**src/shared/ops_consts.svh**
```systemverilog
/*
 * Offsets, field positions and reset values for the move/return/rotate execution block.
 * Assumes the includer works on a 32-bit AXI4-Lite data path with byte addresses.
 */
`ifndef OPS_CONSTS_SVH
`define OPS_CONSTS_SVH

// register byte offsets
`define OFS_CTRL 8'h00
`define OFS_STATUS 8'h04
`define OFS_ACC 8'h08
`define OFS_PC 8'h0c
`define OFS_PUSH 8'h10

// field positions
`define CTRL_RUN 0
`define ST_C 0
`define ST_Z 1
`define ST_IE 2
`define ST_LVL_LO 4

// reset values
`define RST_RUN 1'b1
`define RST_ACC 8'h00
`define RST_FLAG 1'b0

// bus answers
`define RESP_OKAY 2'b00
`define RESP_SLVERR 2'b10

`endif

```
**src/shared/core_ops_pkg.sv**
```systemverilog
/*
 * Types shared by the execution block: instruction selector and sequencer state.
 * Assumes the instruction source encodes operations with op_t directly.
 */
package core_ops_pkg;

    typedef enum logic [2:0] {
        load_immediate_to_acc = 3'h0,
        no_operation = 3'h1,
        move_register = 3'h2,
        return_enable_interrupts = 3'h3,
        return_with_literal = 3'h4,
        rotate_left_through_carry = 3'h5
    } op_t;

    // gray along exec -> second return cycle -> exec
    typedef enum logic [1:0] {
        st_exec = 2'b00,
        st_ret_second = 2'b01
    } state_t;

endpackage : core_ops_pkg

```
**src/mcu_exec_core.sv**
```systemverilog
/*
 * Execution unit for load-immediate, no-op, move, the two returns and rotate-left,
 * with a 128-byte data register file, return stack and an AXI4-Lite control/status slave.
 * Assumes an instruction source on aclk that holds instr_* until instr_ready and drops
 * its prefetched word whenever instr_flush is high.
 */
// Function
// - load literal into accumulator, flags untouched
// - no-op only advances pc by one
// - move copies register to accumulator or writes it back to itself
// - move sets zero flag from moved value
// - return-enable loads pc, sets interrupt enable
// - return-literal loads accumulator and pc
// - both returns pop the stack once
// - rotate left through carry, bit7 to carry
// - rotate result to accumulator or register
`timescale 1ns/1ps
`include "ops_consts.svh"

module mcu_exec_core #(
    parameter int PC_W = 11,
    parameter int STACK_DEPTH = 8,
    parameter int ADDR_W = 8
) (
    input wire logic aclk,
    input wire logic aresetn,
    input wire logic [ADDR_W-1:0] awaddr,
    input wire logic awvalid,
    output logic awready,
    input wire logic [31:0] wdata,
    input wire logic [3:0] wstrb,
    input wire logic wvalid,
    output logic wready,
    output logic [1:0] bresp,
    output logic bvalid,
    input wire logic bready,
    input wire logic [ADDR_W-1:0] araddr,
    input wire logic arvalid,
    output logic arready,
    output logic [31:0] rdata,
    output logic [1:0] rresp,
    output logic rvalid,
    input wire logic rready,
    input wire logic instr_valid,
    input wire core_ops_pkg::op_t instr_op,
    input wire logic [6:0] instr_reg,
    input wire logic instr_dest,
    input wire logic [7:0] instr_lit,
    output logic instr_ready,
    output logic instr_flush,
    output logic [PC_W-1:0] pc,
    output logic [7:0] accumulator_reg,
    output logic global_interrupt_enable
);
    import core_ops_pkg::*;

    localparam int LW = $clog2(STACK_DEPTH + 1);

    logic [7:0] data_regs [128];
    logic carry, zero, run;
    state_t state, next_state;
    logic [7:0] next_acc;
    logic next_carry, next_zero, next_int_enable, next_ready, next_flush, next_run;
    logic [PC_W-1:0] next_pc;
    logic mem_we;
    logic [7:0] mem_data;
    logic pop;
    logic take, is_ret;
    logic [7:0] r_value, rot_result;
    logic rot_carry, is_zero;
    logic [PC_W-1:0] stack_top;
    logic [LW-1:0] stack_level;
    // bus state
    logic aw_have, w_have, next_aw_have, next_w_have;
    logic [ADDR_W-1:0] wr_addr, next_wr_addr;
    logic [31:0] wr_data, next_wr_data;
    logic [3:0] wr_strb, next_wr_strb;
    logic next_awready, next_wready, next_bvalid, next_arready, next_rvalid;
    logic [1:0] next_bresp, next_rresp;
    logic [31:0] next_rdata;
    logic do_write, wr_lo, sw_ctrl_wr, sw_status_wr, sw_push;

    assign r_value = data_regs[instr_reg];
    assign take = instr_valid && instr_ready;
    assign is_ret = (instr_op == return_enable_interrupts) || (instr_op == return_with_literal);

    move_rotate_unit u_rot (
        .r_value(r_value),
        .carry_in(carry),
        .rot_result(rot_result),
        .rot_carry(rot_carry),
        .is_zero(is_zero)
    );

    return_stack #(.DEPTH(STACK_DEPTH), .WIDTH(PC_W), .LW(LW)) u_stack (
        .aclk(aclk),
        .aresetn(aresetn),
        .push(sw_push),
        .push_data(wr_data[PC_W-1:0]),
        .pop(pop),
        .top(stack_top),
        .level(stack_level)
    );

    // instruction execution: one cycle for all but the returns
    always_comb begin
        next_acc = accumulator_reg;
        next_carry = carry;
        next_zero = zero;
        next_int_enable = global_interrupt_enable;
        next_pc = pc;
        next_state = st_exec;
        next_flush = 1'b0;
        mem_we = 1'b0;
        mem_data = r_value;
        pop = 1'b0;
        // software flag writes lose only on the flags that an instruction or return in the same cycle sets
        if (sw_status_wr) begin
            next_carry = wr_data[`ST_C];
            next_zero = wr_data[`ST_Z];
            next_int_enable = wr_data[`ST_IE];
        end
        if (state == st_ret_second) begin
            next_state = st_exec;
        end else if (take) begin
            next_pc = PC_W'(pc + 1'b1);
            case (instr_op)
                load_immediate_to_acc: begin
                    next_acc = instr_lit;
                end
                no_operation: begin
                end
                move_register: begin
                    if (instr_dest) begin
                        mem_we = 1'b1;
                    end else begin
                        next_acc = r_value;
                    end
                    next_zero = is_zero;
                end
                return_enable_interrupts: begin
                    next_pc = stack_top;
                    next_int_enable = 1'b1;
                    pop = 1'b1;
                    next_state = st_ret_second;
                    next_flush = 1'b1;
                end
                return_with_literal: begin
                    next_acc = instr_lit;
                    next_pc = stack_top;
                    pop = 1'b1;
                    next_state = st_ret_second;
                    next_flush = 1'b1;
                end
                rotate_left_through_carry: begin
                    mem_data = rot_result;
                    if (instr_dest) begin
                        mem_we = 1'b1;
                    end else begin
                        next_acc = rot_result;
                    end
                    next_carry = rot_carry;
                end
                default: begin
                    next_pc = pc;
                end
            endcase
        end
        // the bubble cycle refuses the next word so the popped address is fetched fresh
        next_ready = next_run && (next_state == st_exec);
    end

    always_ff @(posedge aclk) begin
        if (!aresetn) begin
            accumulator_reg <= `RST_ACC;
            carry <= `RST_FLAG;
            zero <= `RST_FLAG;
            global_interrupt_enable <= `RST_FLAG;
            pc <= '0;
            state <= st_exec;
            instr_ready <= 1'b0;
            instr_flush <= 1'b0;
        end else begin
            accumulator_reg <= next_acc;
            carry <= next_carry;
            zero <= next_zero;
            global_interrupt_enable <= next_int_enable;
            pc <= next_pc;
            state <= next_state;
            instr_ready <= next_ready;
            instr_flush <= next_flush;
        end
    end

    // data register file: no reset, software must initialise before reading
    always_ff @(posedge aclk) begin
        if (mem_we) begin
            data_regs[instr_reg] <= mem_data;
        end
    end

    // write channel: address and data captured in either order, applied together
    always_comb begin
        next_aw_have = aw_have;
        next_w_have = w_have;
        next_wr_addr = wr_addr;
        next_wr_data = wr_data;
        next_wr_strb = wr_strb;
        next_bvalid = bvalid;
        next_bresp = bresp;
        if (awvalid && awready) begin
            next_aw_have = 1'b1;
            next_wr_addr = awaddr;
        end
        if (wvalid && wready) begin
            next_w_have = 1'b1;
            next_wr_data = wdata;
            next_wr_strb = wstrb;
        end
        if (bvalid && bready) begin
            next_bvalid = 1'b0;
        end
        if (do_write) begin
            next_aw_have = 1'b0;
            next_w_have = 1'b0;
            next_bvalid = 1'b1;
            case (wr_addr)
                `OFS_CTRL, `OFS_STATUS, `OFS_PUSH: next_bresp = `RESP_OKAY;
                default: next_bresp = `RESP_SLVERR;
            endcase
        end
        next_awready = !next_aw_have;
        next_wready = !next_w_have;
    end

    // write effects; fields live in byte 0 (push also in byte 1)
    assign do_write = aw_have && w_have && !bvalid;
    assign wr_lo = do_write && wr_strb[0];
    assign sw_ctrl_wr = wr_lo && (wr_addr == `OFS_CTRL);
    assign sw_status_wr = wr_lo && (wr_addr == `OFS_STATUS);
    assign sw_push = wr_lo && wr_strb[1] && (wr_addr == `OFS_PUSH);
    assign next_run = sw_ctrl_wr ? wr_data[`CTRL_RUN] : run;

    always_ff @(posedge aclk) begin
        if (!aresetn) begin
            aw_have <= 1'b0;
            w_have <= 1'b0;
            wr_addr <= '0;
            wr_data <= 32'h0;
            wr_strb <= 4'h0;
            awready <= 1'b0;
            wready <= 1'b0;
            bvalid <= 1'b0;
            bresp <= `RESP_OKAY;
            run <= `RST_RUN;
        end else begin
            aw_have <= next_aw_have;
            w_have <= next_w_have;
            wr_addr <= next_wr_addr;
            wr_data <= next_wr_data;
            wr_strb <= next_wr_strb;
            awready <= next_awready;
            wready <= next_wready;
            bvalid <= next_bvalid;
            bresp <= next_bresp;
            run <= next_run;
        end
    end

    // read channel: one read in flight, data latched with rvalid
    always_comb begin
        next_rvalid = rvalid;
        next_rdata = rdata;
        next_rresp = rresp;
        if (rvalid && rready) begin
            next_rvalid = 1'b0;
        end
        if (arvalid && arready) begin
            next_rvalid = 1'b1;
            next_rdata = 32'h0;
            next_rresp = `RESP_OKAY;
            case (araddr)
                `OFS_CTRL: next_rdata[`CTRL_RUN] = run;
                `OFS_STATUS: begin
                    next_rdata[`ST_C] = carry;
                    next_rdata[`ST_Z] = zero;
                    next_rdata[`ST_IE] = global_interrupt_enable;
                    next_rdata[`ST_LVL_LO +: LW] = stack_level;
                end
                `OFS_ACC: next_rdata[7:0] = accumulator_reg;
                `OFS_PC: next_rdata[PC_W-1:0] = pc;
                `OFS_PUSH: next_rdata[PC_W-1:0] = stack_top;
                default: next_rresp = `RESP_SLVERR;
            endcase
        end
        next_arready = !next_rvalid;
    end

    always_ff @(posedge aclk) begin
        if (!aresetn) begin
            rvalid <= 1'b0;
            rdata <= 32'h0;
            rresp <= `RESP_OKAY;
            arready <= 1'b0;
        end else begin
            rvalid <= next_rvalid;
            rdata <= next_rdata;
            rresp <= next_rresp;
            arready <= next_arready;
        end
    end
endmodule : mcu_exec_core

```
**src/return_stack.sv**
```systemverilog
/*
 * Hardware return stack with a level counter.
 * Assumes the caller never pushes and pops in a way it cannot reason about; a pop at level
 * zero leaves the level at zero, and a push when full is dropped.
 */
`timescale 1ns/1ps

module return_stack #(
    parameter int DEPTH = 8,
    parameter int WIDTH = 11,
    parameter int LW = $clog2(DEPTH + 1)
) (
    input wire logic aclk,
    input wire logic aresetn,
    input wire logic push,
    input wire logic [WIDTH-1:0] push_data,
    input wire logic pop,
    output logic [WIDTH-1:0] top,
    output logic [LW-1:0] level
);
    logic [WIDTH-1:0] entries [DEPTH];
    logic [LW-1:0] next_level;
    logic we;
    logic [LW-1:0] wr_idx;
    logic [LW-1:0] top_idx;

    // empty stack still presents entry 0; entries have no reset, so it is unknown until first written
    assign top_idx = (level == '0) ? '0 : LW'(level - 1'b1);
    assign top = entries[top_idx[$clog2(DEPTH)-1:0]];

    // pop then push in one cycle replaces the top entry
    always_comb begin
        next_level = level;
        we = 1'b0;
        wr_idx = level;
        if (push && pop && level != '0) begin
            we = 1'b1;
            wr_idx = top_idx;
        end else if (pop && level != '0) begin
            next_level = LW'(level - 1'b1);
        end else if (push && level != LW'(DEPTH)) begin
            we = 1'b1;
            next_level = LW'(level + 1'b1);
        end
    end

    always_ff @(posedge aclk) begin
        if (!aresetn) begin
            level <= '0;
        end else begin
            level <= next_level;
        end
        if (we) begin
            entries[wr_idx[$clog2(DEPTH)-1:0]] <= push_data;
        end
    end
endmodule : return_stack

```
**src/move_rotate_unit.sv**
```systemverilog
/*
 * Combinational datapath for the register move and the rotate-left through carry.
 * Assumes the caller picks the destination and decides which flags to keep.
 */
`timescale 1ns/1ps

module move_rotate_unit (
    input wire logic [7:0] r_value,
    input wire logic carry_in,
    output logic [7:0] rot_result,
    output logic rot_carry,
    output logic is_zero
);
    // old carry enters bit 0, bit 7 leaves as the new carry
    always_comb begin
        rot_result = {r_value[6:0], carry_in};
        rot_carry = r_value[7];
        is_zero = (r_value == 8'h00);
    end
endmodule : move_rotate_unit

```
**config.mk**
```make
export PLATFORM = sky130hd
export DESIGN_NAME = mcu_exec_core
export DESIGN_NICKNAME = d
export VERILOG_FILES = /design/src/shared/core_ops_pkg.sv /design/src/mcu_exec_core.sv /design/src/return_stack.sv /design/src/move_rotate_unit.sv
export VERILOG_INCLUDE_DIRS = /design/src /design/src/shared
export SDC_FILE = /design/constraint.sdc
export NUM_CORES = 1
export LEC_CHECK = 0
export ABC_CLOCK_PERIOD_IN_PS = 9700
export BUFFER_PORTS_ARGS = -buffer_cell sky130_fd_sc_hd__buf_2
export CAP_MARGIN = 20
export CORE_UTILIZATION = 54
export DETAILED_ROUTE_END_ITERATION = 12
export PLACE_DENSITY = 0.8
export SLEW_MARGIN = 10
export SYNTH_ARGS = -nofsm -noshare
export SYNTH_HDL_FRONTEND = slang
export SYNTH_HIERARCHICAL = 1
export SYNTH_SLANG_ARGS = --single-unit
```
**constraint.sdc**
```tcl
create_clock -name aclk -period 9.7 [get_ports aclk]
set_clock_uncertainty 0.05 [all_clocks]
set_input_delay 0.97 -clock aclk [delete_from_list [all_inputs] [get_ports aclk]]
set_output_delay 0.97 -clock aclk [all_outputs]
set_load 0.02 [all_outputs]
```
==> flow_summary.html <==
<table>
<tr><th>Metric</th><th>Value</th></tr>
<tr><th colspan="2">Floorplanning</th></tr>
<tr><td>Initial core utilization</td><td>0.546</td></tr>
<tr><td>I/O pin cnt</td><td>142</td></tr>
<tr><td>Area enclosed by the die boundary</td><td>89000 sq um</td></tr>
<tr><td>Core Rows</td><td>108</td></tr>
<tr><td>Vert. Die Dim</td><td>298 microns</td></tr>
<tr><td>Area inside the core boundary</td><td>86900 sq um</td></tr>
<tr><td>Die X-Extent</td><td>298 microns</td></tr>
<tr><th colspan="2">Yosys</th></tr>
<tr><td>Top_reg_cell synth</td><td>edfxtp_1</td></tr>
<tr><td>Fraction of synthesis flops using an asynchronous set or reset pin</td><td>0</td></tr>
<tr><td>Post-synthesis cell type count</td><td>90</td></tr>
<tr><td>Number of synthesized register bits</td><td>1182</td></tr>
<tr><td>Library cell occupying the most area in the post-synthesis netlist</td><td>edfxtp_1</td></tr>
<tr><td>Average instance area after synthesis</td><td>15.5 sq um</td></tr>
<tr><td>Share of the synthesized area in the top cell type</td><td>0.704</td></tr>
<tr><td>Syn Inst Count</td><td>3051</td></tr>
<tr><td>Warnings from Yosys</td><td>6</td></tr>
<tr><td>Post-Syn Area</td><td>47400 sq um</td></tr>
<tr><td>Top post-synthesis cells by area</td><td>edfxtp_1, a221oi_1, dfxtp_1, nor2_1, mux2_2</td></tr>
<tr><td>Count of flip-flops with a built-in enable after synthesis</td><td>1112</td></tr>
<tr><td>Sequential share of the synthesized area</td><td>0.734</td></tr>
<tr><th colspan="2">Final layout</th></tr>
<tr><td>Fraction of layout instances using a drive strength above 1</td><td>0.155</td></tr>
<tr><td>Cell Count, Final, Fillers Out</td><td>4356</td></tr>
<tr><td>Number of inserted filler cells in the final layout</td><td>5924</td></tr>
<tr><td>Largest register FFs</td><td>1024</td></tr>
<tr><td>Most used cells in the layout excluding fill and tap cells</td><td>edfxtp_1, nor2_1, a221oi_1</td></tr>
<tr><td>Register with the highest flop count</td><td>data_regs</td></tr>
<tr><td>Final-stage net count</td><td>3187</td></tr>
<tr><td>Diodes inserted</td><td>0</td></tr>
<tr><td>Util after Layout</td><td>0.608</td></tr>
<tr><td>Most frequent standard cell in the layout excluding fill and tap cells</td><td>edfxtp_1</td></tr>
<tr><td>Layout overhead on the synthesized area</td><td>11.4%</td></tr>
<tr><th colspan="2">Power and ir drop</th></tr>
<tr><td>Switching share of power</td><td>0.232</td></tr>
<tr><td>Sequential cell fraction of total power</td><td>0.517</td></tr>
<tr><td>Int Pwr</td><td>8.58 mW</td></tr>
<tr><td>Total power</td><td>11.2 mW</td></tr>
<tr><td>Power density of the placed cells</td><td>212 nW/um^2</td></tr>
<tr><td>Share of power burned in the clock network</td><td>0.411</td></tr>
<tr><td>Net switching component of the power</td><td>2.59 mW</td></tr>
<tr><td>IR drop worst, VDD</td><td>0.000152 V</td></tr>
<tr><td>Static leakage power</td><td>16.9 nW</td></tr>
<tr><td>Logic gate share of total power</td><td>0.073</td></tr>
<tr><th colspan="2">Route</th></tr>
<tr><td>Pre-Repair DR Iteration Count</td><td>6</td></tr>
<tr><td>Overall routed net length</td><td>133 mm</td></tr>
<tr><td>Number of DRC markers in iteration 0</td><td>4786</td></tr>
<tr><td>DRC violation count after routing</td><td>0</td></tr>
<tr><td>Routed WL per cell</td><td>30.6 microns</td></tr>
<tr><td>Total number of vias</td><td>30500</td></tr>
<tr><td>DRT antenna net count</td><td>0</td></tr>
<tr><td>Routed via count divided by cell count</td><td>7.00</td></tr>
<tr><th colspan="2">Clock network</th></tr>
<tr><td>Clock transition time at the flip-flop clock pins of the worst setup and hold paths</td><td>0.06 ns</td></tr>
<tr><td>Cts-stage hold buffer count</td><td>0</td></tr>
<tr><td>Number of buffers on the longest clock path</td><td>3</td></tr>
<tr><td>Setup fix buffers added after clock tree synthesis</td><td>0</td></tr>
<tr><td>Clock insertion delay at the later pin of the skew report</td><td>0.75 ns</td></tr>
<tr><td>Clock Sink Count</td><td>1182</td></tr>
<tr><td>H-tree Lvls</td><td>3</td></tr>
<tr><td>Number of buffers created by CTS</td><td>112</td></tr>
<tr><td>Post-cts gate resize count</td><td>0</td></tr>
<tr><td>TritonCTS clock tree</td><td>built</td></tr>
<tr><td>Cell chosen for the clock root</td><td>clkbuf_16</td></tr>
<tr><th colspan="2">Worst setup path</th></tr>
<tr><td>Worst flop-to-flop path startpoint</td><td>data_regs[33][5]</td></tr>
<tr><td>Kind of capture point of the worst setup path</td><td>flop</td></tr>
<tr><td>CP Data Arrival Time</td><td>6.37 ns</td></tr>
<tr><td>Worst setup path category</td><td>in -&gt; reg</td></tr>
<tr><td>CP startpoint kind</td><td>primary input</td></tr>
<tr><td>Sequence of cells on the critical path</td><td>buf_4 &gt; buf_12 &gt; and2_2 &gt; buf_4 &gt; a221oi_1 &gt; o22ai_1 &gt; a22oi_1 &gt; a211oi_1 &gt; a211oi_1 &gt; buf_2 &gt; a21oi_4 &gt; buf_4</td></tr>
<tr><td>Required @ worst endpoint</td><td>10.07 ns</td></tr>
<tr><td>Cell repeated most along the worst path</td><td>buf_4</td></tr>
<tr><td>Launching element of the worst setup path</td><td>instr_reg[0]</td></tr>
<tr><td>Crit path largest cell delay</td><td>0.91 ns</td></tr>
<tr><td>Highest net fanout along the worst path</td><td>50</td></tr>
<tr><td>Crit-path slowest cell</td><td>a21oi_4</td></tr>
<tr><th colspan="2">Timing</th></tr>
<tr><td>Period Utilization, post-route</td><td>0.618</td></tr>
<tr><td>Peak clock frequency supported by timing</td><td>167 MHz</td></tr>
<tr><td>Final period demand of the worst path</td><td>6.00 ns</td></tr>
<tr><td>Worst Tran Pin Value</td><td>1.17 ns</td></tr>
<tr><td>Final-report setup violation count</td><td>0</td></tr>
<tr><td>Count of final hold-check violations</td><td>0</td></tr>
<tr><td>Setup repair after global routing missed its margin</td><td>false</td></tr>
<tr><td>Final Max Slew Viols</td><td>0</td></tr>
<tr><td>Final-layout setup total negative slack</td><td>0 ns</td></tr>
<tr><td>Final worst setup slack</td><td>3.70 ns</td></tr>
<tr><td>Worst rel slew slack</td><td>0.216</td></tr>
<tr><th colspan="2">Placed design</th></tr>
<tr><td>Number of placed instances with taps included</td><td>4135</td></tr>
<tr><td>Placement-stage worst setup slack</td><td>3.09 ns</td></tr>
<tr><td>IO Port Bufs</td><td>95</td></tr>
<tr><td>Placer congestion estimate</td><td>0.926</td></tr>
<tr><td>Post-detailed-placement half-perimeter wirelength</td><td>76.7 mm</td></tr>
<tr><th colspan="2">Global routing</th></tr>
<tr><td>Number of antenna violations at the first check in global routing</td><td>0</td></tr>
<tr><td>Global-route congestion overflow total</td><td>0</td></tr>
<tr><td>Maximum number of pins on one net before global-route repair</td><td>110</td></tr>
<tr><td>Overall fraction of global-route tracks in use</td><td>0.295</td></tr>
<tr><td>Vias in the first global route</td><td>29300</td></tr>
<tr><td>Wire length of the first global-routing pass</td><td>193 mm</td></tr>
<tr><th colspan="2">Outcome</th></tr>
<tr><td>Status</td><td>complete, no violations</td></tr>
<tr><th colspan="2">Min path</th></tr>
<tr><td>Hold path start</td><td>wr_addr[7]</td></tr>
<tr><td>Kind of path behind the tightest hold check</td><td>reg -&gt; reg</td></tr>
<tr><th colspan="2">Run</th></tr>
<tr><td>Max-cap violations</td><td>0</td></tr>
</table>
==> area by class of cell <==
class / count / area [sq um] / area share
clock inverter: 69 / 896 / 0.0170
multi-input combinational: 1607 / 11400 / 0.216
clock buffer: 141 / 2970 / 0.0563
tap: 1155 / 1450 / 0.0274
inverter: 23 / 87.6 / 0.00166
sequential: 1182 / 34800 / 0.659
timing repair buffer: 179 / 1200 / 0.0228
==> cells in the mapped netlist, drive strengths merged, types with 13 or more instances <==
cell type and number:
clkbuf 93, nand3 36, a211oi 15, and2 16, o22ai 26, a22oi 97
a2bb2oi 13, o21ai 83, mux2 79, buf 168, dfxtp 70, a222oi 20
o221a 13, nor2b 37, nor3 39, a21boi 24, a31oi 23, nor2 246
mux4 33, a221o 36, a22o 19, o221ai 20, edfxtp 1112, nand2 165
inv 23, a21oi 115, mux2i 59, a221oi 208
==> path summary, 6_finish.rpt <==
kind                            to  slack (ns)  cells past startpoint
setup reg to reg  data_regs[72][6]        5.04                     11
hold reg to reg         wr_addr[7]        0.42                      2
hold / removal          wr_addr[7]        0.42                      2
setup / recovery  data_regs[79][7]        3.70                     12
==> critical path: cells and delay by family <==
| kind | cells | cell delay (ns) |
|---|---|---|
| AO/OA/AOI/OAI | 6 | 2.41 |
| buffers and inverters | 5 | 2.36 |
| AND/OR/NAND/NOR | 1 | 0.51 |
==> kinds of logic (layout without fill, tap and decap cells) <==
kind of cell / after synthesis / count (layout) / synth area share
multiplexers: 171 / 171 / 0.0473
AND/OR/NAND/NOR: 606 / 606 / 0.0583
XOR/XNOR: 3 / 3 / 0.000554
adder cells (fa/ha/maj): 3 / 3 / 0.000792
AO/OA/AOI/OAI: 801 / 801 / 0.129
flip-flops: 1182 / 1182 / 0.734
other: 1 / 23 / 0.0000791
buffers and inverters: 284 / 412 / 0.0305
==> metal layers <==
| metal | global-route usage | vias up | part of all wire |
|---|---|---|---|
| li1 | - | 12400 | - |
| met1 | 0.393 | 14800 | 0.34 |
| met2 | 0.440 | 2746 | 0.45 |
| met3 | 0.0906 | 533 | 0.15 |
| met4 | 0.147 | 0 | 0.058 |
| met5 | 0 | - | 0 |
==> power by group through the flow <==
stage,clock network [mW],registers [mW],logic (mW)
2_1_floorplan,0,5.92,0.440
3_5_place_dp,0,5.88,0.764
4_1_cts,4.58,5.77,0.769
6_report,4.59,5.77,0.814
5_1_grt,4.78,5.77,0.833
3_3_place_gp,0,5.88,0.740
==> stage by stage <==
stage,area (sq um),hold WS (ns)
global route,52800,0.433
CTS,52700,0.418
detailed placement,48800,0.410
floorplan,47500,0.388
global placement,48800,0.399
finish,52800,0.416
Power figures use the tool's default switching activity.
